`src/hdl/driver_protection_pkg.sv`:
```
// shared constants and types of the driver protection supervisor
package driver_protection_pkg;
  // clock rate
  localparam int CLK_HZ = 10_000_000;
  localparam int CLK_MHZ = CLK_HZ / 1_000_000;
  // overvoltage blanking, a least time, rounded up
  localparam int OV_BLANK_NS = 1300;
  localparam int OV_BLANK_CYC = (OV_BLANK_NS * CLK_MHZ + 999) / 1000;
  // restart delay after a recoverable fault
  localparam int RESTART_MS = 100;
  localparam int RESTART_CYC = RESTART_MS * (CLK_HZ / 1000);
  // fixed soft-start period
  localparam int SOFTSTART_US = 1500;
  localparam int SOFTSTART_CYC = SOFTSTART_US * CLK_MHZ;
  // slow trip: up from zero in 2.1 ms, down from trip in 180 ms
  localparam int SLOW_UP_US = 2100;
  localparam int SLOW_TRIP_CYC = SLOW_UP_US * CLK_MHZ;
  localparam int SLOW_DOWN_US = 180000;
  // step ratio 600:7 equals 180 ms : 2.1 ms
  localparam logic [24:0] SLOW_UP_STEP = 25'h0000258;
  localparam logic [24:0] SLOW_DN_STEP = 25'h0000007;
  // pin settling before each sample, five 20 us time constants
  localparam int SETTLE_US = 100;
  localparam int SETTLE_CYC = SETTLE_US * CLK_MHZ;
  // measurement source and pin sample scaling
  localparam int SRC_UA = 50;
  localparam int PIN_LSB_UV = 5000;
  // band boundaries in ohms, midway between printed bands
  localparam int B12_OHM = 19625;
  localparam int B23_OHM = 14250;
  localparam int B34_OHM = 9975;
  localparam int B45_OHM = 6525;
  localparam int B56_OHM = 3725;
  localparam logic [9:0] B12_CODE = 10'(B12_OHM * SRC_UA / PIN_LSB_UV);
  localparam logic [9:0] B23_CODE = 10'(B23_OHM * SRC_UA / PIN_LSB_UV);
  localparam logic [9:0] B34_CODE = 10'(B34_OHM * SRC_UA / PIN_LSB_UV);
  localparam logic [9:0] B45_CODE = 10'(B45_OHM * SRC_UA / PIN_LSB_UV);
  localparam logic [9:0] B56_CODE = 10'(B56_OHM * SRC_UA / PIN_LSB_UV);
  // current-limit levels in sixths of the maximum
  localparam logic [2:0] LVL_MIN = 3'h1;
  localparam logic [2:0] LVL_MAX = 3'h6;
  localparam logic [4:0] FAST_MULT = 5'h05;
  // supervisor states, one-hot
  typedef enum logic [7:0] {
    ST_WAIT = 8'h01,
    ST_MEAS_ON = 8'h02,
    ST_MEAS_OFF = 8'h04,
    ST_CHECK = 8'h08,
    ST_SOFT = 8'h10,
    ST_RUN = 8'h20,
    ST_FAULT = 8'h40,
    ST_LATCH = 8'h80
  } state_e;
  // comparator levels from the analog side
  typedef struct packed {
    logic vccAboveTrip;
    logic vccBelowRecover;
    logic tempOverTrip;
    logic tempBelowRecover;
    logic vregAbove1V;
    logic vregGood;
    logic vregLow;
    logic vregOpen;
    logic progPinOpen;
    logic progPinShort;
    logic freqPinOpen;
    logic freqPinShort;
    logic syncValid;
    logic slowOcAbove;
    logic fastOcAbove;
  } sense_s;
  // recorded causes of the active fault
  typedef struct packed {
    logic slowOc;
    logic fastOc;
    logic overVolt;
    logic thermal;
    logic progOpen;
    logic progShort;
    logic freqShort;
  } fault_flags_s;
endpackage : driver_protection_pkg

```
`src/hdl/driver_protection_supervisor.sv`:
```
// protection supervisor: limit measurement, faults, restart, latch-off
`timescale 1ns/1ps
`default_nettype none
module driver_protection_supervisor #(
  parameter int RESTART_CYC = driver_protection_pkg::RESTART_CYC,
  parameter int SOFTSTART_CYC = driver_protection_pkg::SOFTSTART_CYC,
  parameter int SLOW_TRIP_CYC = driver_protection_pkg::SLOW_TRIP_CYC,
  parameter int SETTLE_CYC = driver_protection_pkg::SETTLE_CYC
) (
  // clock and reset, reset stands for a supply cycle
  input wire logic clk,
  input wire logic rst,
  // analog comparator levels
  input wire driver_protection_pkg::sense_s sense,
  // sampled program pin voltage
  input wire logic [9:0] pinCode,
  // disable/fault pin, open drain
  input wire logic disablePinIn,
  output logic disablePinOut,
  output logic disablePinOe,
  // measurement source
  output logic sourceOn,
  // power stage and regulator control
  output logic switchEnable,
  output logic regulatorEnable,
  output logic regHighLimit,
  // current limits
  output logic [2:0] limitLevel,
  output logic [4:0] fastTripSixths,
  output logic fastTripSoftStart,
  output logic slowTripEnable,
  // oscillator selection
  output logic freqForceMax,
  output logic syncSelect,
  // status
  output driver_protection_pkg::fault_flags_s faults,
  output logic inFault,
  output logic latchedOff
);
  driver_protection_pkg::state_e state_q; // supervisor state
  driver_protection_pkg::state_e state_d; // next state
  driver_protection_pkg::fault_flags_s flags_q; // fault causes
  driver_protection_pkg::fault_flags_s flags_d; // next causes
  logic [9:0] sampleOn_q; // pin code with source on
  logic [9:0] diff; // on minus off, clamped at zero
  logic [2:0] level_q; // selected limit in sixths
  logic [2:0] level_d; // decoded band
  logic [24:0] slowCnt_q; // slow trip up-down timer
  logic [24:0] slowTrip; // slow timer trip count
  logic slowHit; // slow timer at trip
  logic vregSeenGood_q; // regulator reached good once
  logic stateChange; // clears the phase timers
  logic settleDone; // pin has settled
  logic ovHeld; // overvoltage held past blanking
  logic restartDone; // restart delay elapsed
  logic softDone; // soft-start over
  logic latchCause; // regulator fault needing latch-off
  logic runFault; // recoverable fault now
  logic recoverOk; // every active cause recovered
  logic operating; // soft-start or run

  assign stateChange = (state_d != state_q);
  assign operating = (state_q == driver_protection_pkg::ST_SOFT)
                  || (state_q == driver_protection_pkg::ST_RUN);

  // pin settling before each sample; assumes a short pin time constant
  hold_timer #(
    .N(SETTLE_CYC)
  ) settleTimer (
    .clk(clk),
    .rst(rst),
    .en((state_q == driver_protection_pkg::ST_MEAS_ON)
        || (state_q == driver_protection_pkg::ST_MEAS_OFF)),
    .clr(stateChange),
    .done(settleDone)
  );

  // the trip comparator level is fixed, only its duration is judged
  hold_timer #(
    .N(driver_protection_pkg::OV_BLANK_CYC)
  ) ovBlankTimer (
    .clk(clk),
    .rst(rst),
    .en(sense.vccAboveTrip),
    .clr(1'b0),
    .done(ovHeld)
  );

  // restart delay runs through the whole fault stay
  hold_timer #(
    .N(RESTART_CYC)
  ) restartTimer (
    .clk(clk),
    .rst(rst),
    .en(state_q == driver_protection_pkg::ST_FAULT),
    .clr(stateChange),
    .done(restartDone)
  );

  // soft-start period
  hold_timer #(
    .N(SOFTSTART_CYC)
  ) softTimer (
    .clk(clk),
    .rst(rst),
    .en(state_q == driver_protection_pkg::ST_SOFT),
    .clr(stateChange),
    .done(softDone)
  );

  // difference of the two samples; negative reads as zero
  always_comb begin
    if (pinCode > sampleOn_q) begin
      diff = '0;
    end else begin
      diff = sampleOn_q - pinCode;
    end
  end

  // band decode: larger resistance gives a smaller limit
  always_comb begin
    if (diff >= driver_protection_pkg::B12_CODE) begin
      level_d = driver_protection_pkg::LVL_MIN;
    end else if (diff >= driver_protection_pkg::B23_CODE) begin
      level_d = 3'h2;
    end else if (diff >= driver_protection_pkg::B34_CODE) begin
      level_d = 3'h3;
    end else if (diff >= driver_protection_pkg::B45_CODE) begin
      level_d = 3'h4;
    end else if (diff >= driver_protection_pkg::B56_CODE) begin
      level_d = 3'h5;
    end else begin
      level_d = driver_protection_pkg::LVL_MAX;
    end
  end

  // sample with source on at end of its settle window
  always_ff @(posedge clk or posedge rst) begin
    if (rst) begin
      sampleOn_q <= '0;
    end else if (state_q == driver_protection_pkg::ST_MEAS_ON && settleDone) begin
      sampleOn_q <= pinCode;
    end
  end

  // limit level latched from the source-off sample
  always_ff @(posedge clk or posedge rst) begin
    if (rst) begin
      level_q <= driver_protection_pkg::LVL_MAX;
    end else if (state_q == driver_protection_pkg::ST_MEAS_OFF && settleDone) begin
      level_q <= level_d;
    end
  end

  // slow trip timer: counts only after soft-start, steps keep 2.1/180 ms
  assign slowTrip = 25'(SLOW_TRIP_CYC) * driver_protection_pkg::SLOW_UP_STEP;
  assign slowHit = (slowCnt_q >= slowTrip);
  always_ff @(posedge clk or posedge rst) begin
    if (rst) begin
      slowCnt_q <= '0;
    end else if (state_q != driver_protection_pkg::ST_RUN) begin
      slowCnt_q <= '0;
    end else if (sense.slowOcAbove) begin
      if (!slowHit) begin
        slowCnt_q <= slowCnt_q + driver_protection_pkg::SLOW_UP_STEP;
      end
    end else if (slowCnt_q >= driver_protection_pkg::SLOW_DN_STEP) begin
      slowCnt_q <= slowCnt_q - driver_protection_pkg::SLOW_DN_STEP;
    end else begin
      slowCnt_q <= '0;
    end
  end

  // remembers the first good regulator level since reset
  always_ff @(posedge clk or posedge rst) begin
    if (rst) begin
      vregSeenGood_q <= 1'b0;
    end else if (sense.vregGood) begin
      vregSeenGood_q <= 1'b1;
    end
  end

  // regulator faults: open at any time, low only in operation
  assign latchCause = sense.vregOpen
                   || (operating && sense.vregLow);

  // recoverable causes seen right now
  always_comb begin
    flags_d = flags_q;
    flags_d.overVolt = ovHeld;
    flags_d.thermal = sense.tempOverTrip;
    flags_d.progOpen = sense.progPinOpen;
    flags_d.progShort = sense.progPinShort;
    flags_d.freqShort = sense.freqPinShort;
    flags_d.slowOc = slowHit;
    flags_d.fastOc = operating && sense.fastOcAbove;
  end
  assign runFault = |flags_d;

  // a cause is released only once its own recovery holds
  always_comb begin
    recoverOk = 1'b1;
    if (flags_q.overVolt && !sense.vccBelowRecover) begin
      recoverOk = 1'b0;
    end
    if (flags_q.thermal && !sense.tempBelowRecover) begin
      recoverOk = 1'b0;
    end
    if ((flags_q.progOpen && sense.progPinOpen)
        || (flags_q.progShort && sense.progPinShort)
        || (flags_q.freqShort && sense.freqPinShort)) begin
      recoverOk = 1'b0;
    end
  end

  // fault causes: gathered on entry and while in fault, cleared on restart
  always_ff @(posedge clk or posedge rst) begin
    if (rst) begin
      flags_q <= '0;
    end else if (state_q == driver_protection_pkg::ST_FAULT) begin
      if (state_d == driver_protection_pkg::ST_SOFT) begin
        flags_q <= '0;
      end else begin
        // new causes other than the two overcurrent ones are added during the stay, never lost
        flags_q <= flags_q | (flags_d & {2'b00, 5'h1f});
      end
    end else if (state_d == driver_protection_pkg::ST_FAULT) begin
      flags_q <= flags_d;
    end
  end

  // next-state logic
  always_comb begin
    state_d = state_q;
    case (state_q)
      driver_protection_pkg::ST_WAIT: begin
        // measurement starts once the regulator has settled
        if (sense.vregGood) begin
          state_d = driver_protection_pkg::ST_MEAS_ON;
        end
      end
      driver_protection_pkg::ST_MEAS_ON: begin
        if (settleDone) begin
          state_d = driver_protection_pkg::ST_MEAS_OFF;
        end
      end
      driver_protection_pkg::ST_MEAS_OFF: begin
        if (settleDone) begin
          state_d = driver_protection_pkg::ST_CHECK;
        end
      end
      driver_protection_pkg::ST_CHECK: begin
        // pin faults are judged after the limit check
        if (runFault) begin
          state_d = driver_protection_pkg::ST_FAULT;
        end else begin
          state_d = driver_protection_pkg::ST_SOFT;
        end
      end
      driver_protection_pkg::ST_SOFT: begin
        if (runFault) begin
          state_d = driver_protection_pkg::ST_FAULT;
        end else if (softDone) begin
          state_d = driver_protection_pkg::ST_RUN;
        end
      end
      driver_protection_pkg::ST_RUN: begin
        if (runFault) begin
          state_d = driver_protection_pkg::ST_FAULT;
        end
      end
      driver_protection_pkg::ST_FAULT: begin
        // delay and every recovery together, then soft-start again
        if (restartDone && recoverOk) begin
          state_d = driver_protection_pkg::ST_SOFT;
        end
      end
      driver_protection_pkg::ST_LATCH: begin
        // only a supply cycle leaves this state
        state_d = driver_protection_pkg::ST_LATCH;
      end
      default: begin
        state_d = driver_protection_pkg::ST_LATCH;
      end
    endcase
    // latch-off overrides every other transition
    if (latchCause) begin
      state_d = driver_protection_pkg::ST_LATCH;
    end
  end

  // state register
  always_ff @(posedge clk or posedge rst) begin
    if (rst) begin
      state_q <= driver_protection_pkg::ST_WAIT;
    end else begin
      state_q <= state_d;
    end
  end

  // source is driven only in the first measurement phase
  assign sourceOn = (state_q == driver_protection_pkg::ST_MEAS_ON);

  // disable pin sink: start-up until checks pass, and every recoverable fault, not latch-off
  assign disablePinOut = 1'b0;
  assign disablePinOe = (state_q == driver_protection_pkg::ST_FAULT)
                     || (state_q == driver_protection_pkg::ST_WAIT)
                     || (state_q == driver_protection_pkg::ST_MEAS_ON)
                     || (state_q == driver_protection_pkg::ST_MEAS_OFF)
                     || (state_q == driver_protection_pkg::ST_CHECK);

  // switching only in operation and with the pin high
  assign switchEnable = operating && disablePinIn;

  // regulator off for good after a latch cause
  assign regulatorEnable = (state_q != driver_protection_pkg::ST_LATCH);

  // 40 mA between 1 V and first good level, 15 mA otherwise
  assign regHighLimit = regulatorEnable && sense.vregAbove1V
                     && !vregSeenGood_q;

  // limit outputs; slow trip off and fast trip at 5 A in soft-start
  assign limitLevel = level_q;
  assign slowTripEnable = (state_q == driver_protection_pkg::ST_RUN);
  assign fastTripSoftStart = (state_q != driver_protection_pkg::ST_RUN);
  assign fastTripSixths = FAST5(level_q);

  // five times the level in sixths
  function automatic logic [4:0] FAST5(input logic [2:0] lvl);
    FAST5 = 5'(driver_protection_pkg::FAST_MULT * {2'b00, lvl});
  endfunction : FAST5

  // oscillator: open frequency pin forces 1.2 MHz, short faults above
  assign freqForceMax = sense.freqPinOpen;

  // a missing sync clock only falls back to the set frequency
  assign syncSelect = (state_q == driver_protection_pkg::ST_RUN)
                   && sense.syncValid;

  // status
  assign faults = flags_q;
  assign inFault = (state_q == driver_protection_pkg::ST_FAULT);
  assign latchedOff = (state_q == driver_protection_pkg::ST_LATCH);
endmodule : driver_protection_supervisor
`default_nettype wire

```
`src/hdl/hold_timer.sv`:
```
// saturating persistence timer with synchronous clear
`timescale 1ns/1ps
`default_nettype none
module hold_timer #(
  parameter int N = 16
) (
  // clock and reset
  input wire logic clk,
  input wire logic rst,
  // control
  input wire logic en,
  input wire logic clr,
  // status
  output logic done
);
  localparam int W = $clog2(N + 1);
  localparam logic [W-1:0] LAST = W'(N);
  logic [W-1:0] cnt_q; // cycles counted so far

  // counts while enabled, drops to zero when disabled or cleared
  always_ff @(posedge clk or posedge rst) begin
    if (rst) begin
      cnt_q <= '0;
    end else if (clr || !en) begin
      cnt_q <= '0;
    end else if (cnt_q != LAST) begin
      cnt_q <= cnt_q + 1'b1;
    end
  end

  assign done = (cnt_q == LAST);
endmodule : hold_timer
`default_nettype wire

```
`config.mk`:
```
export PLATFORM = sky130hd
export DESIGN_NAME = driver_protection_supervisor
export DESIGN_NICKNAME = d
export VERILOG_FILES = /design/src/hdl/driver_protection_pkg.sv /design/src/hdl/driver_protection_supervisor.sv /design/src/hdl/hold_timer.sv
export SDC_FILE = /design/constraint.sdc
export NUM_CORES = 1
export LEC_CHECK = 0
export BUFFER_PORTS_ARGS = -buffer_cell sky130_fd_sc_hd__buf_2
export CORE_UTILIZATION = 60
export CTS_BUF_LIST = sky130_fd_sc_hd__clkbuf_2
export DETAILED_ROUTE_END_ITERATION = 6
export PLACE_DENSITY = 0.8
export SYNTH_ARGS = -nofsm -noshare
export SYNTH_HDL_FRONTEND = slang
export SYNTH_SLANG_ARGS = --single-unit
```
`constraint.sdc`:
```
create_clock -name clk -period 3.34 [get_ports clk]
set_input_delay 0.334 -clock clk [delete_from_list [all_inputs] [get_ports clk]]
set_output_delay 0.334 -clock clk [all_outputs]
set_load 0.02 [all_outputs]
```
==> results of run 1 <==
==> through the flow <==
| step | area [sq um] | util (%) | total power (W) | hold WS, ps |
|---|---|---|---|---|
| 2_1_floorplan | 6629 | - | 0.001396 | 440.6 |
| 3_3_place_gp | 7009 | 64.94 | 0.001440 | 451.0 |
| 3_5_place_dp | 7009 | 64.94 | 0.001446 | 461.7 |
| 4_1_cts | 7274 | 67.40 | 0.001981 | 20.26 |
| 5_1_grt | 7284 | 67.49 | 0.002055 | 20.56 |
| 6_report | 7284 | 67.49 | 0.001955 | 100.1 |
==> metal layers <==
metal / global-route usage (%) / vias up / wire [microns]
met5: 0 / - / 0
met4: 6.654 / 0 / 170
met3: 5.775 / 18 / 876
met2: 44.61 / 183 / 7105
met1: 38.56 / 2803 / 6746
li1: - / 2822 / -
==> power by group <==
| part | total, W | leakage (nW) | switching, W | internal [W] |
|---|---|---|---|---|
| sequential | 0.00125 | 1.34 | 0.00000740 | 0.00124 |
| combinational | 0.000194 | 1.85 | 0.000111 | 0.0000826 |
| clock | 0.000509 | 0.0596 | 0.000404 | 0.000105 |
==> final cells by class <==
| type | count | area [sq um] |
|---|---|---|
| sequential | 102 | 2556 |
| tap | 140 | 175.2 |
| inverter | 43 | 163.9 |
| clock inverter | 4 | 25.02 |
| fill | 865 | 3508 |
| clock buffer | 12 | 60.06 |
| timing repair buffer | 84 | 548.0 |
| multi-input combinational | 586 | 3756 |
==> state kept, by name (all words and copies together) (netlist names) <==
signal	cells
sampleOn_q	10
limitLevel	3
restartTimer.cnt_q	20
state_q	8
vregSeenGood_q	1
settleTimer.cnt_q	10
faults	7
slowCnt_q	25
softTimer.cnt_q	14
ovBlankTimer.cnt_q	4
==> how the worst max path moves through the flow <==
stage / start / endpoint / slack, ps
after floorplan: rst / faults[0] / 340
after global placement: pinCode[0] / limitLevel[1] / 360
after detailed placement: pinCode[0] / limitLevel[1] / 310
after CTS: sampleOn_q[0] / limitLevel[1] / 280
after global routing: sampleOn_q[0] / limitLevel[1] / 2
final: sampleOn_q[0] / limitLevel[1] / 300
==> timing repair <==
item	4_1_cts	5_1_grt
gates resized for setup	0	2
endpoints found under the setup margin	0	1
buffers inserted	0	0
endpoints found under the hold margin	76	0
hold buffers	18	0
==> synthesized netlist by cell type, drive strengths merged, types with 3 or more instances <==
library cell	number	area, sq um
inv	42	157.7
nand3	39	200.2
nand2b	16	100.1
nand4	11	68.82
nor2	94	352.8
ha	24	300.3
nor2b	12	75.07
nand2	61	229.0
a41oi	4	42.55
and4	3	26.28
xor2	30	262.8
o21a	5	37.54
nor3	27	180.2
and3	18	112.6
a21oi	37	188.9
or2	3	18.77
mux2i	4	40.04
buf	14	105.1
a31oi	7	58.81
o211ai	3	22.52
nor4	16	130.1
nor3b	3	22.52
o311ai	3	26.28
xnor2	28	245.2
a21o	7	52.55
a22o	7	61.31
dfstp	3	78.83
o21ai	43	219.0
clkbuf	18	67.56
or4	6	48.80
o22ai	3	18.77
or3	12	75.07
nor4b	3	26.28
o31ai	7	52.55
nand4b	7	61.31
and2	5	31.28
dfrtp	99	2477
==> logic make-up (layout without fill, tap and decap cells) <==
group	Yosys count	count (layout)	synth area share, %
AND/OR/NAND/NOR	343	343	27.48
XOR/XNOR	58	58	7.663
AO/OA/AOI/OAI	154	154	15.59
flip-flops	102	102	38.56
multiplexers	5	5	0.7739
other	1	1	0.05657
adder cells (fa/ha/maj)	25	25	4.832
buffers and inverters	75	143	5.039
==> worst reg2reg max path, stage by stage, from the launching register on <==
cell,delay [ps]
sky130_fd_sc_hd__dfrtp_1,440
sky130_fd_sc_hd__inv_1,60
sky130_fd_sc_hd__ha_1,170
sky130_fd_sc_hd__inv_1,60
sky130_fd_sc_hd__fa_1,420
sky130_fd_sc_hd__a21o_1,190
sky130_fd_sc_hd__a221oi_2,310
sky130_fd_sc_hd__a21oi_2,140
sky130_fd_sc_hd__nor3b_1,170
sky130_fd_sc_hd__or3_1,160
sky130_fd_sc_hd__o221ai_1,190
sky130_fd_sc_hd__or3b_2,500
sky130_fd_sc_hd__a22o_1,200
==> impl_metrics.csv, run 1 <==
group,metric,value,unit
power,ir_worst_vdd,0.2409,mV
clock_tree,cts_tree,"yes",
worst_setup_path,worstPathMaxFanout,4,
clock_tree,clock-root-buffer,"sky130_fd_sc_hd__clkbuf_2",
sta,final_min_period_over_clock_period,91.12,%
routing,detail-route-antenna-nets,0,
worst_setup_path,critical_path_required,3890,ps
worst_setup_path,cpLargestDelayFamily,"compound AO/OA/AOI/OAI gates",
worst_setup_path,cp_data_arrival_time,3590,ps
grt,grt_usage,27.81,%
logic_synthesis,post_synth_num_cell_types,80,
die,die_w,107.1,microns
die,starting_density_of_the_core,61.42,%
worst_setup_path,cp_cell_sequence,"inv_1 -> ha_1 -> inv_1 -> fa_1 -> a21o_1 -> a221oi_2 -> a21oi_2 -> nor3b_1 -> or3_1 -> o221ai_1 -> or3b_2 -> a22o_1",
logic_synthesis,post_synth_inst_count,763,
finish,final_layout_size_suffix_gt1_share,13.84,%
sta,timing.final.setup_violations,0,
worst_setup_path,cp-end-kind,"register",
routing,route.detailed.drc,0,
sta,timing_max_transition_violations_final,0,
min_path,min_delay_worst_endpoint,"state_q[7]",
routing,drt_iter0_markers,423,
logic_synthesis,netlist_area,6629,sq um
die,io_pins,55,
clock_tree,cts.sink_count,102,
routing,drt_pre_antenna_iters,6,
worst_setup_path,slowest_delay,500,ps
finish,layout-area-overhead-vs-synth,9.891,%
min_path,timing.hold.worst_path_depth,3,
clock_tree,cts.htree.levels,3,
logic_synthesis,synth_edf_count,0,
placed_design,dp_hpwl,10820,microns
worst_setup_path,rr_startpoint,"sampleOn_q[0]",
sta,achievable-frequency,328.6,MHz
worst_setup_path,critical_path_cell_count,12,
sta,worst-slew-pin-transition,740.3,ps
grt,first_global_vias,5393,
sta,rsz0062_at_grt,"no",
sta,tns,0,ps
logic_synthesis,ys_ff_latch,102,
worst_setup_path,startpoint_to_endpoint_class_of_the_critical_path,"reg2reg",
routing,dr_vias,5826,
clock_tree,clk_transition_reported_paths,240,ps
power,total_leakage_power,3.248,nW
logic_synthesis,yosys_warnings,0,
clock_tree,cts_inserted_buffers,9,
run_status,outcome,"finished clean",
die,fp.dieArea,11470,sq um
clock_tree,worst_skew_pair.late_latency,600,ps
placed_design,globalplace.congestion,0.8933,
routing,wl,14900,microns
min_path,hold_path.startpoint,"sense[7]",
worst_setup_path,regToRegSetupSlack,300,ps
worst_setup_path,critical-path-slowest-cell,"sky130_fd_sc_hd__or3b_2",
finish,stdcell_count,971,
clock_tree,ctsLongestPathBuffers,2,
sta,hold_fails_final_rpt,0,
worst_setup_path,crit_path_start_kind,"register",
die,die_y,107.1,microns
logic_synthesis,ys_async_sr_fraction,100.0,%
sta,postLayoutSetupSlackWorst,296.8,ps
placed_design,buffer_ports.inserted,51,
finish,mostFrequentLayoutCell,"sky130_fd_sc_hd__dfrtp_1",
die,floorplan.core_area,10790,sq um
sta,timing.slew.headroom,50.65,%
logic_synthesis,average_cell_area_after_synthesis,8.688,sq um
grt,number_of_antenna_violations_at_the_first_check_in_global_routing,0,
grt,largest_net_degree_at_the_start_of_global_routing,62,
routing,routedWlPerCell,15.34,microns
job,drv.max_cap_violation_count,0,
worst_setup_path,reg2regPathDepth,12,
sta,fin_crit,3043,ps
sta,fin_worst_skew,22.23,ps
grt,grt_first_pass_wirelength,25500,microns
finish,final_nets,879,
die,number_of_core_rows,38,
placed_design,post-place-ws,308.5,ps
worst_setup_path,regToRegEndpoint,"limitLevel[1]",
placed_design,numPlacedInstances,937,
logic_synthesis,synthFlopType,"sky130_fd_sc_hd__dfrtp_1",
finish,antennaDiodeCount,0,
worst_setup_path,worst_path_most_repeated_cell,"sky130_fd_sc_hd__inv_1",
worst_setup_path,worst-path-buf-inv,2,
finish,layout.cells.most_common_list,"99 x sky130_fd_sc_hd__dfrtp_1, 94 x sky130_fd_sc_hd__nor2_1, 61 x sky130_fd_sc_hd__nand2_1, 51 x sky130_fd_sc_hd__buf_2",
grt,grt_overflow_total,0,
routing,avgViaCountPerCell,6.000,
power,powerDensity,268.4,nW/um^2
logic_synthesis,ys_seq_area_share,38.56,%
min_path,min_path_type,"in2reg",
logic_synthesis,nets_in_the_synthesized_netlist,816,
Note: power is estimated with default switching activity, not from simulation.
==> run 2: changes to the inputs <==
--- a/config.mk
+++ b/config.mk
@@ -7,7 +7,7 @@
 export LEC_CHECK = 0
 export BUFFER_PORTS_ARGS = -buffer_cell sky130_fd_sc_hd__buf_2
 export CORE_UTILIZATION = 60
-export CTS_BUF_LIST = sky130_fd_sc_hd__clkbuf_2
+export CTS_BUF_LIST = sky130_fd_sc_hd__clkbuf_16
 export DETAILED_ROUTE_END_ITERATION = 6
 export PLACE_DENSITY = 0.8
 export SYNTH_ARGS = -nofsm -noshare
==> run 2 against run 1 <==
  * Clock power grew 87%
  * Cell count shrank 1.9%
  * Total power is 22% higher
  * Clock skew fell by 16 ps
  * Sequential cell count unchanged
  * Die area unchanged
==> impl_metrics.csv, run 2 (same netlist as run 1, synthesis figures left out) <==
group,metric,value,unit
run_status,outcome,"finished clean",
grt,globalRouteMet2Util,43.23,%
routing,avgViaCountPerCell,6.048,
sta,rsz0062_at_grt,"no",
finish,final_cell_area,7281,sq um
power,total_leakage_power,3.250,nW
finish,ff_latch_area,2556,sq um
worst_setup_path,worst_path_most_repeated_cell,"sky130_fd_sc_hd__inv_1",
sta,hold_fails_final_rpt,0,
routing,dr_vias,5764,
routing,route.detailed.drc,0,
routing,wl,14870,microns
grt,grt_overflow_total,0,
placed_design,buffer_ports.inserted,51,
die,die_y,107.1,microns
worst_setup_path,cp_data_arrival_time,3320,ps
sta,timing_max_transition_violations_final,0,
placed_design,post-place-ws,308.5,ps
grt,grt_busiest_layer,"met2",
placed_design,numPlacedInstances,937,
clock_tree,cts_inserted_buffers,9,
power,ir_worst_vdd,0.3238,mV
clock_tree,cts.sink_count,102,
finish,mostFrequentLayoutCell,"sky130_fd_sc_hd__dfrtp_1",
die,fp.dieArea,11470,sq um
worst_setup_path,critical_path_required,3620,ps
placed_design,globalplace.congestion,0.8933,
worst_setup_path,critical-path-slowest-cell,"sky130_fd_sc_hd__or3b_2",
worst_setup_path,cp_cell_sequence,"inv_1 -> ha_1 -> inv_1 -> fa_1 -> a21o_1 -> a221oi_2 -> a21oi_2 -> mux2i_1 -> or3_1 -> o221ai_1 -> or3b_2 -> a22o_1",
finish,layout-area-overhead-vs-synth,9.834,%
placed_design,detailed_place.area,7009,sq um
routing,routedWlPerCell,15.60,microns
finish,final_layout_size_suffix_gt1_share,13.78,%
finish,antennaDiodeCount,0,
clock_tree,cts_tree,"yes",
clock_tree,cts_setup_buffers,0,
power,switching_power_of_the_nets,0.0005721,W
finish,multiInputGateArea,3756,sq um
die,number_of_core_rows,38,
min_path,min_path_type,"in2async",
die,floorplan.core_area,10790,sq um
power,seqPwrFrac,52.5,%
sta,achievable-frequency,328.5,MHz
sta,worst-slew-pin-transition,746.0,ps
worst_setup_path,crit_path_start_kind,"register",
die,io_pins,55,
finish,final_nets,861,
finish,largestRegisters,"slowCnt_q x25, restartTimer.cnt_q x20, softTimer.cnt_q x14",
clock_tree,ctsLongestPathBuffers,2,
finish,largest_register_ff_count,25,
sta,postLayoutSetupSlackWorst,295.9,ps
worst_setup_path,cp-end-kind,"register",
routing,drt_iter0_markers,430,
sta,fin_crit,3044,ps
grt,grt_first_pass_wirelength,24980,microns
clock_tree,worst_skew_pair.late_latency,350,ps
routing,drt_pre_antenna_iters,7,
finish,layout.cells.most_common_list,"99 x sky130_fd_sc_hd__dfrtp_1, 94 x sky130_fd_sc_hd__nor2_1, 61 x sky130_fd_sc_hd__nand2_1, 51 x sky130_fd_sc_hd__buf_2, 43 x sky130_fd_sc_hd__inv_1",
job,drv.max_cap_violation_count,0,
routing,detail-route-antenna-nets,0,
power,swShare,24.07,%
worst_setup_path,worstPathMaxFanout,4,
worst_setup_path,slowest_delay,490,ps
power,power.share.clock,40.0,%
power,share_comb_of_total_power,7.5,%
clock_tree,clock-root-buffer,"sky130_fd_sc_hd__clkbuf_16",
clock_tree,cts.htree.levels,3,
worst_setup_path,cpLargestDelayFamily,"compound AO/OA/AOI/OAI gates",
grt,first_global_vias,5273,
clock_tree,clk_transition_reported_paths,60,ps
worst_setup_path,startpoint_to_endpoint_class_of_the_critical_path,"reg2reg",
sta,tns,0,ps
die,starting_density_of_the_core,61.42,%
grt,global_route.usage.met1,38.03,%
placed_design,dp_hpwl,10820,microns
grt,largest_net_degree_at_the_start_of_global_routing,62,
grt,number_of_antenna_violations_at_the_first_check_in_global_routing,0,
worst_setup_path,worst-path-buf-inv,2,
power,power_report.internal_total,0.001805,W
sta,timing.final.setup_violations,0,
grt,grt.met3_usage,6.261,%
finish,largest_register,"slowCnt_q",
sta,final_hold_slack,111.7,ps
grt,grt_usage,27.48,%
die,die_w,107.1,microns
sta,timing.slew.headroom,50.27,%
sta,fin_worst_skew,5.809,ps
sta,final_min_period_over_clock_period,91.14,%
finish,fillers,863,
power,powerDensity,326.5,nW/um^2
finish,stdcell_count,953,
run 2: cell types whose count changed in the layout (fill, tap and decap cells not counted), sizes merged:
| cell | change |
|---|---|
| dlygate4sd3 | -18 |
| clkbuf | -3 |
| inv | +3 |
run 2: final cells by class:
| class | count | share of cell area, % |
|---|---|---|
| Clock buffer | 9 | 3.093 |
| Inverter | 43 | 2.251 |
| Sequential cell | 102 | 35.11 |
| Multi-Input combinational cell | 586 | 51.59 |
| Tap cell | 140 | 2.406 |
| Timing Repair Buffer | 66 | 5.052 |
| Clock inverter | 7 | 0.4984 |
run 2: through the flow:
stage	power, W	util (%)
floorplan	0.001396	-
global placement	0.001440	64.94
detailed placement	0.001446	64.94
CTS	0.002400	67.37
global route	0.002474	67.46
finish	0.002377	67.46
run 2: path summary, 6_finish.rpt:
check	startpoint	end	slack (ps)	cells after the start
setup reg to reg	sampleOn_q[0]	limitLevel[1]	300	12
min in group clk	sense[9]	vregSeenGood_q	220	2
hold / removal	rst	softTimer.cnt_q[12]	110	2
max in group asynchronous	rst	state_q[4]	2450	3
setup / recovery	sampleOn_q[0]	limitLevel[1]	300	12
hold reg to reg	vregSeenGood_q	vregSeenGood_q	480	1
run 2: metal layers:
layer | part of all wire [%] | wire, microns
met1 | 45 | 6670
met2 | 48 | 7132
met3 | 5.8 | 865
met4 | 1.3 | 199
met5 | 0 | 0
run 2: what timing repair did:
| action | 4_1_cts | 5_1_grt |
|---|---|---|
| hold buffers | 0 | 0 |
| gates resized for setup | 0 | 2 |
| setup endpoints to repair | 0 | 1 |
run 2: worst register-to-register path, delay by kind of cell, from the launching register on:
family	cells	cell delay, ps
muxes	1	220
DFF	1	370
and+or+nand+nor	2	660
adders and majority gates	2	600
AOI/OAI and AO/OA	5	1000
buffers and inverters	2	110
run 2: power groups by stage:
| stage | Clock [W] | Sequential, W | Combinational, W |
|---|---|---|---|
| 2_1_floorplan | 0 | 0.00127 | 0.000122 |
| 3_3_place_gp | 0 | 0.00127 | 0.000169 |
| 3_5_place_dp | 0 | 0.00127 | 0.000175 |
| 4_1_cts | 0.000975 | 0.00125 | 0.000176 |
| 5_1_grt | 0.00102 | 0.00125 | 0.000201 |
| 6_report | 0.000951 | 0.00125 | 0.000178 |
==> run 3: changes to the inputs <==
--- a/config.mk
+++ b/config.mk
@@ -12,4 +12,5 @@
 export PLACE_DENSITY = 0.8
 export SYNTH_ARGS = -nofsm -noshare
 export SYNTH_HDL_FRONTEND = slang
+export SYNTH_HIERARCHICAL = 1
 export SYNTH_SLANG_ARGS = --single-unit
==> run 3 against run 2 <==
  * Synthesized cell count is 0.66% lower
  * Via count is 0.94% higher
  * Total power grew 0.85%
  * Critical path type unchanged
  * Non-clock buffer count rose by 1
==> impl_metrics.csv, run 3 <==
group,metric,value,unit
run_status,outcome,"finished clean",
grt,largest_net_degree_at_the_start_of_global_routing,39,
sta,hold_fails_final_rpt,0,
min_path,hold_path.startpoint,"sense[12]",
grt,grt_usage,27.54,%
routing,avgViaCountPerCell,6.086,
finish,largest_register,"slowCnt_q",
power,swShare,24.59,%
worst_setup_path,startpoint_to_endpoint_class_of_the_critical_path,"reg2reg",
finish,final_nets,865,
power,total_leakage_power,3.177,nW
placed_design,post-place-ws,264.1,ps
worst_setup_path,crit_path_start_kind,"register",
routing,wl,15030,microns
clock_tree,clock-root-buffer,"sky130_fd_sc_hd__clkbuf_16",
routing,routedWlPerCell,15.72,microns
sta,tns,0,ps
worst_setup_path,worstPathMaxFanout,9,
logic_synthesis,yosys_warnings,6,
clock_tree,cts_setup_buffers,0,
die,io_pins,55,
sta,timing.slew.headroom,46.42,%
sta,timing_max_transition_violations_final,0,
logic_synthesis,ys_seq_area_share,38.32,%
logic_synthesis,synth_area_leader_cell,"sky130_fd_sc_hd__dfrtp_1",
finish,finalCoreUtilization,67.94,%
clock_tree,cts_inserted_buffers,9,
worst_setup_path,critPathLaunch,"slowCnt_q[13]",
sta,final_min_period_over_clock_period,92.87,%
power,totalPowerFinal,0.002397,W
worst_setup_path,reg2regPathDepth,10,
logic_synthesis,average_cell_area_after_synthesis,8.801,sq um
grt,grt_overflow_total,0,
sta,rsz0062_at_grt,"no",
power,seqPwrFrac,51.6,%
finish,layout-area-overhead-vs-synth,10.39,%
logic_synthesis,synthFlopType,"sky130_fd_sc_hd__dfrtp_1",
clock_tree,clk_transition_reported_paths,70,ps
placed_design,buffer_ports.inserted,51,
placed_design,dp_hpwl,10970,microns
sta,fin_crit,3102,ps
power,share_comb_of_total_power,7.0,%
power,power.share.clock,41.3,%
clock_tree,worst_skew_pair.late_latency,360,ps
job,drv.max_cap_violation_count,0,
placed_design,globalplace.congestion,0.9288,
sta,fin_worst_skew,10.24,ps
finish,largestRegisters,"slowCnt_q x25, restartTimer/cnt_q x20, softTimer/cnt_q x14",
grt,first_global_vias,5565,
logic_synthesis,post_synth_inst_count,758,
logic_synthesis,post_synth_num_cell_types,87,
finish,mostFrequentLayoutCell,"sky130_fd_sc_hd__dfrtp_1",
worst_setup_path,cp-end-kind,"register",
grt,grt_first_pass_wirelength,25280,microns
sta,timing.final.setup_violations,0,
clock_tree,cts.htree.levels,3,
logic_synthesis,synthMostInstantiatedCell,"sky130_fd_sc_hd__dfrtp_1",
logic_synthesis,synth_edf_count,0,
power,powerDensity,325.5,nW/um^2
logic_synthesis,ys_ff_latch,102,
sta,postLayoutSetupSlackWorst,238.2,ps
routing,drt_pre_antenna_iters,6,
min_path,timing.hold.worst_path_depth,2,
die,number_of_core_rows,38,
logic_synthesis,synth_top_area_share,37.13,%
worst_setup_path,rr_startpoint,"slowCnt_q[13]",
die,die_w,107.4,microns
routing,dr_vias,5818,
die,floorplan.core_area,10840,sq um
die,fp.dieArea,11540,sq um
finish,antennaDiodeCount,0,
routing,drt_iter0_markers,339,
routing,detail-route-antenna-nets,0,
power,ir_worst_vdd,0.3982,mV
routing,route.detailed.drc,0,
logic_synthesis,ys_top_cells_by_count,"99 x sky130_fd_sc_hd__dfrtp_1, 68 x sky130_fd_sc_hd__nand2_1, 58 x sky130_fd_sc_hd__nor2_1, 53 x sky130_fd_sc_hd__a21oi_1, 50 x sky130_fd_sc_hd__o21ai_0",
min_path,min_path_type,"in2reg",
clock_tree,cts.sink_count,102,
worst_setup_path,cp_data_arrival_time,3370,ps
clock_tree,cts_tree,"yes",
logic_synthesis,synthTopCellsByArea,"sky130_fd_sc_hd__dfrtp_1 37%, sky130_fd_sc_hd__ha_1 4.7%, sky130_fd_sc_hd__a21oi_1 4.0%, sky130_fd_sc_hd__nand2_1 3.8%, sky130_fd_sc_hd__o21ai_0 3.8%",
sta,achievable-frequency,322.4,MHz
worst_setup_path,critical_path_required,3610,ps
logic_synthesis,ys_async_sr_fraction,100.0,%
sta,worst-slew-pin-transition,802.6,ps
clock_tree,ctsLongestPathBuffers,2,
logic_synthesis,netlist_area,6671,sq um
grt,number_of_antenna_violations_at_the_first_check_in_global_routing,0,
finish,layout.cells.most_common_list,"99 x sky130_fd_sc_hd__dfrtp_1, 68 x sky130_fd_sc_hd__nand2_1, 58 x sky130_fd_sc_hd__nor2_1, 53 x sky130_fd_sc_hd__a21oi_1, 51 x sky130_fd_sc_hd__buf_2",
finish,largest_register_ff_count,25,
power,power_report.internal_total,0.001808,W
die,die_y,107.4,microns
power,switching_power_of_the_nets,0.0005896,W
die,starting_density_of_the_core,61.54,%
finish,final_layout_size_suffix_gt1_share,16.30,%
## run 3: cell count changes in the layout (fill, tap and decap cells not counted), moves of 7 or more
cell / change
sky130_fd_sc_hd__xnor2_1: -8
sky130_fd_sc_hd__a21o_1: -7
sky130_fd_sc_hd__nand4_1: +7
sky130_fd_sc_hd__nand3_1: -14
sky130_fd_sc_hd__o31ai_1: +9
sky130_fd_sc_hd__xor2_1: -16
sky130_fd_sc_hd__or3_1: +8
sky130_fd_sc_hd__nand2_1: +7
sky130_fd_sc_hd__nor2_1: -36
sky130_fd_sc_hd__and3_1: -14
sky130_fd_sc_hd__a21oi_1: +18
sky130_fd_sc_hd__nor3_2: -8
sky130_fd_sc_hd__o21ai_0: +10
## run 3: worst paths after layout
kind                                               to  slack [ps]
worst max-delay path             settleTimer/cnt_q[2]         240
worst max register to register   settleTimer/cnt_q[2]         240
max in group asynchronous                slowCnt_q[4]        1860
min in group asynchronous       ovBlankTimer/cnt_q[2]         490
worst min register to register         vregSeenGood_q         480
worst min-delay path                        faults[3]         210
## run 3: power groups by stage
stage	Sequential (W)	Combinational, W	Clock, W
finish	0.00124	0.000169	0.000991
global route	0.00124	0.000192	0.00106
CTS	0.00124	0.000170	0.00101
detailed placement	0.00126	0.000167	0
global placement	0.00126	0.000162	0
floorplan	0.00126	0.000124	0
## run 3: per-stage QoR
stage / hold WS (ps) / cells / cell area (sq um)
after floorplan: 100.1 / 759 / 6675
after detailed placement: 319.7 / 939 / 7076
final: 208.0 / 956 / 7365
after CTS: 196.3 / 956 / 7358
after global routing: 204.7 / 956 / 7365
after global placement: 303.6 / 939 / 7076
## run 3: routing by layer
| layer | vias up | wire (microns) | global-route usage [%] |
|---|---|---|---|
| li1 | 2870 | - | - |
| met1 | 2778 | 6537 | 34.08 |
| met2 | 146 | 7637 | 47.70 |
| met3 | 24 | 584 | 5.569 |
| met4 | 0 | 266 | 9.589 |
| met5 | - | 0 | 0 |
## run 3: cells by family (layout without fill, tap and decap cells)
group / after synthesis / in the layout / synth area share [%]
fa+ha+maj: 26 / 26 / 4.989
other cells: 1 / 2 / 0.05621
flops: 102 / 102 / 38.32
xor+xnor: 34 / 34 / 4.464
simple gates: 317 / 317 / 26.74
compound gates: 194 / 194 / 19.07
buf+inv: 75 / 132 / 4.970
mux: 9 / 9 / 1.388
## run 3: worst max-delay path: stages, from the launching register on
cell and delay, ps:
sky130_fd_sc_hd__dfrtp_1 450, sky130_fd_sc_hd__nor4_2 390, sky130_fd_sc_hd__o21ai_1 120, sky130_fd_sc_hd__a2111o_1 470
sky130_fd_sc_hd__a311oi_2 330, sky130_fd_sc_hd__and3_1 240, sky130_fd_sc_hd__xnor2_1 130, sky130_fd_sc_hd__o211ai_1 120
sky130_fd_sc_hd__buf_4 180, sky130_fd_sc_hd__or2b_2 370, sky130_fd_sc_hd__nor3_1 210
## run 3: timing repair
action	4_1_cts	5_1_grt
endpoints found under the setup margin	0	3
hold buffers	1	0
resized for setup	0	1
endpoints found under the hold margin	4	0
## run 3: area by class of cell
type                       count  area [sq um]
inverter                      49         183.9
timing repair buffer          67         377.9
sequential                   102          2556
tap                          140         175.2
clock buffer                   9         225.2
clock inverter                 7         47.55
multi-input combinational    582          3799
fill                         846          3476
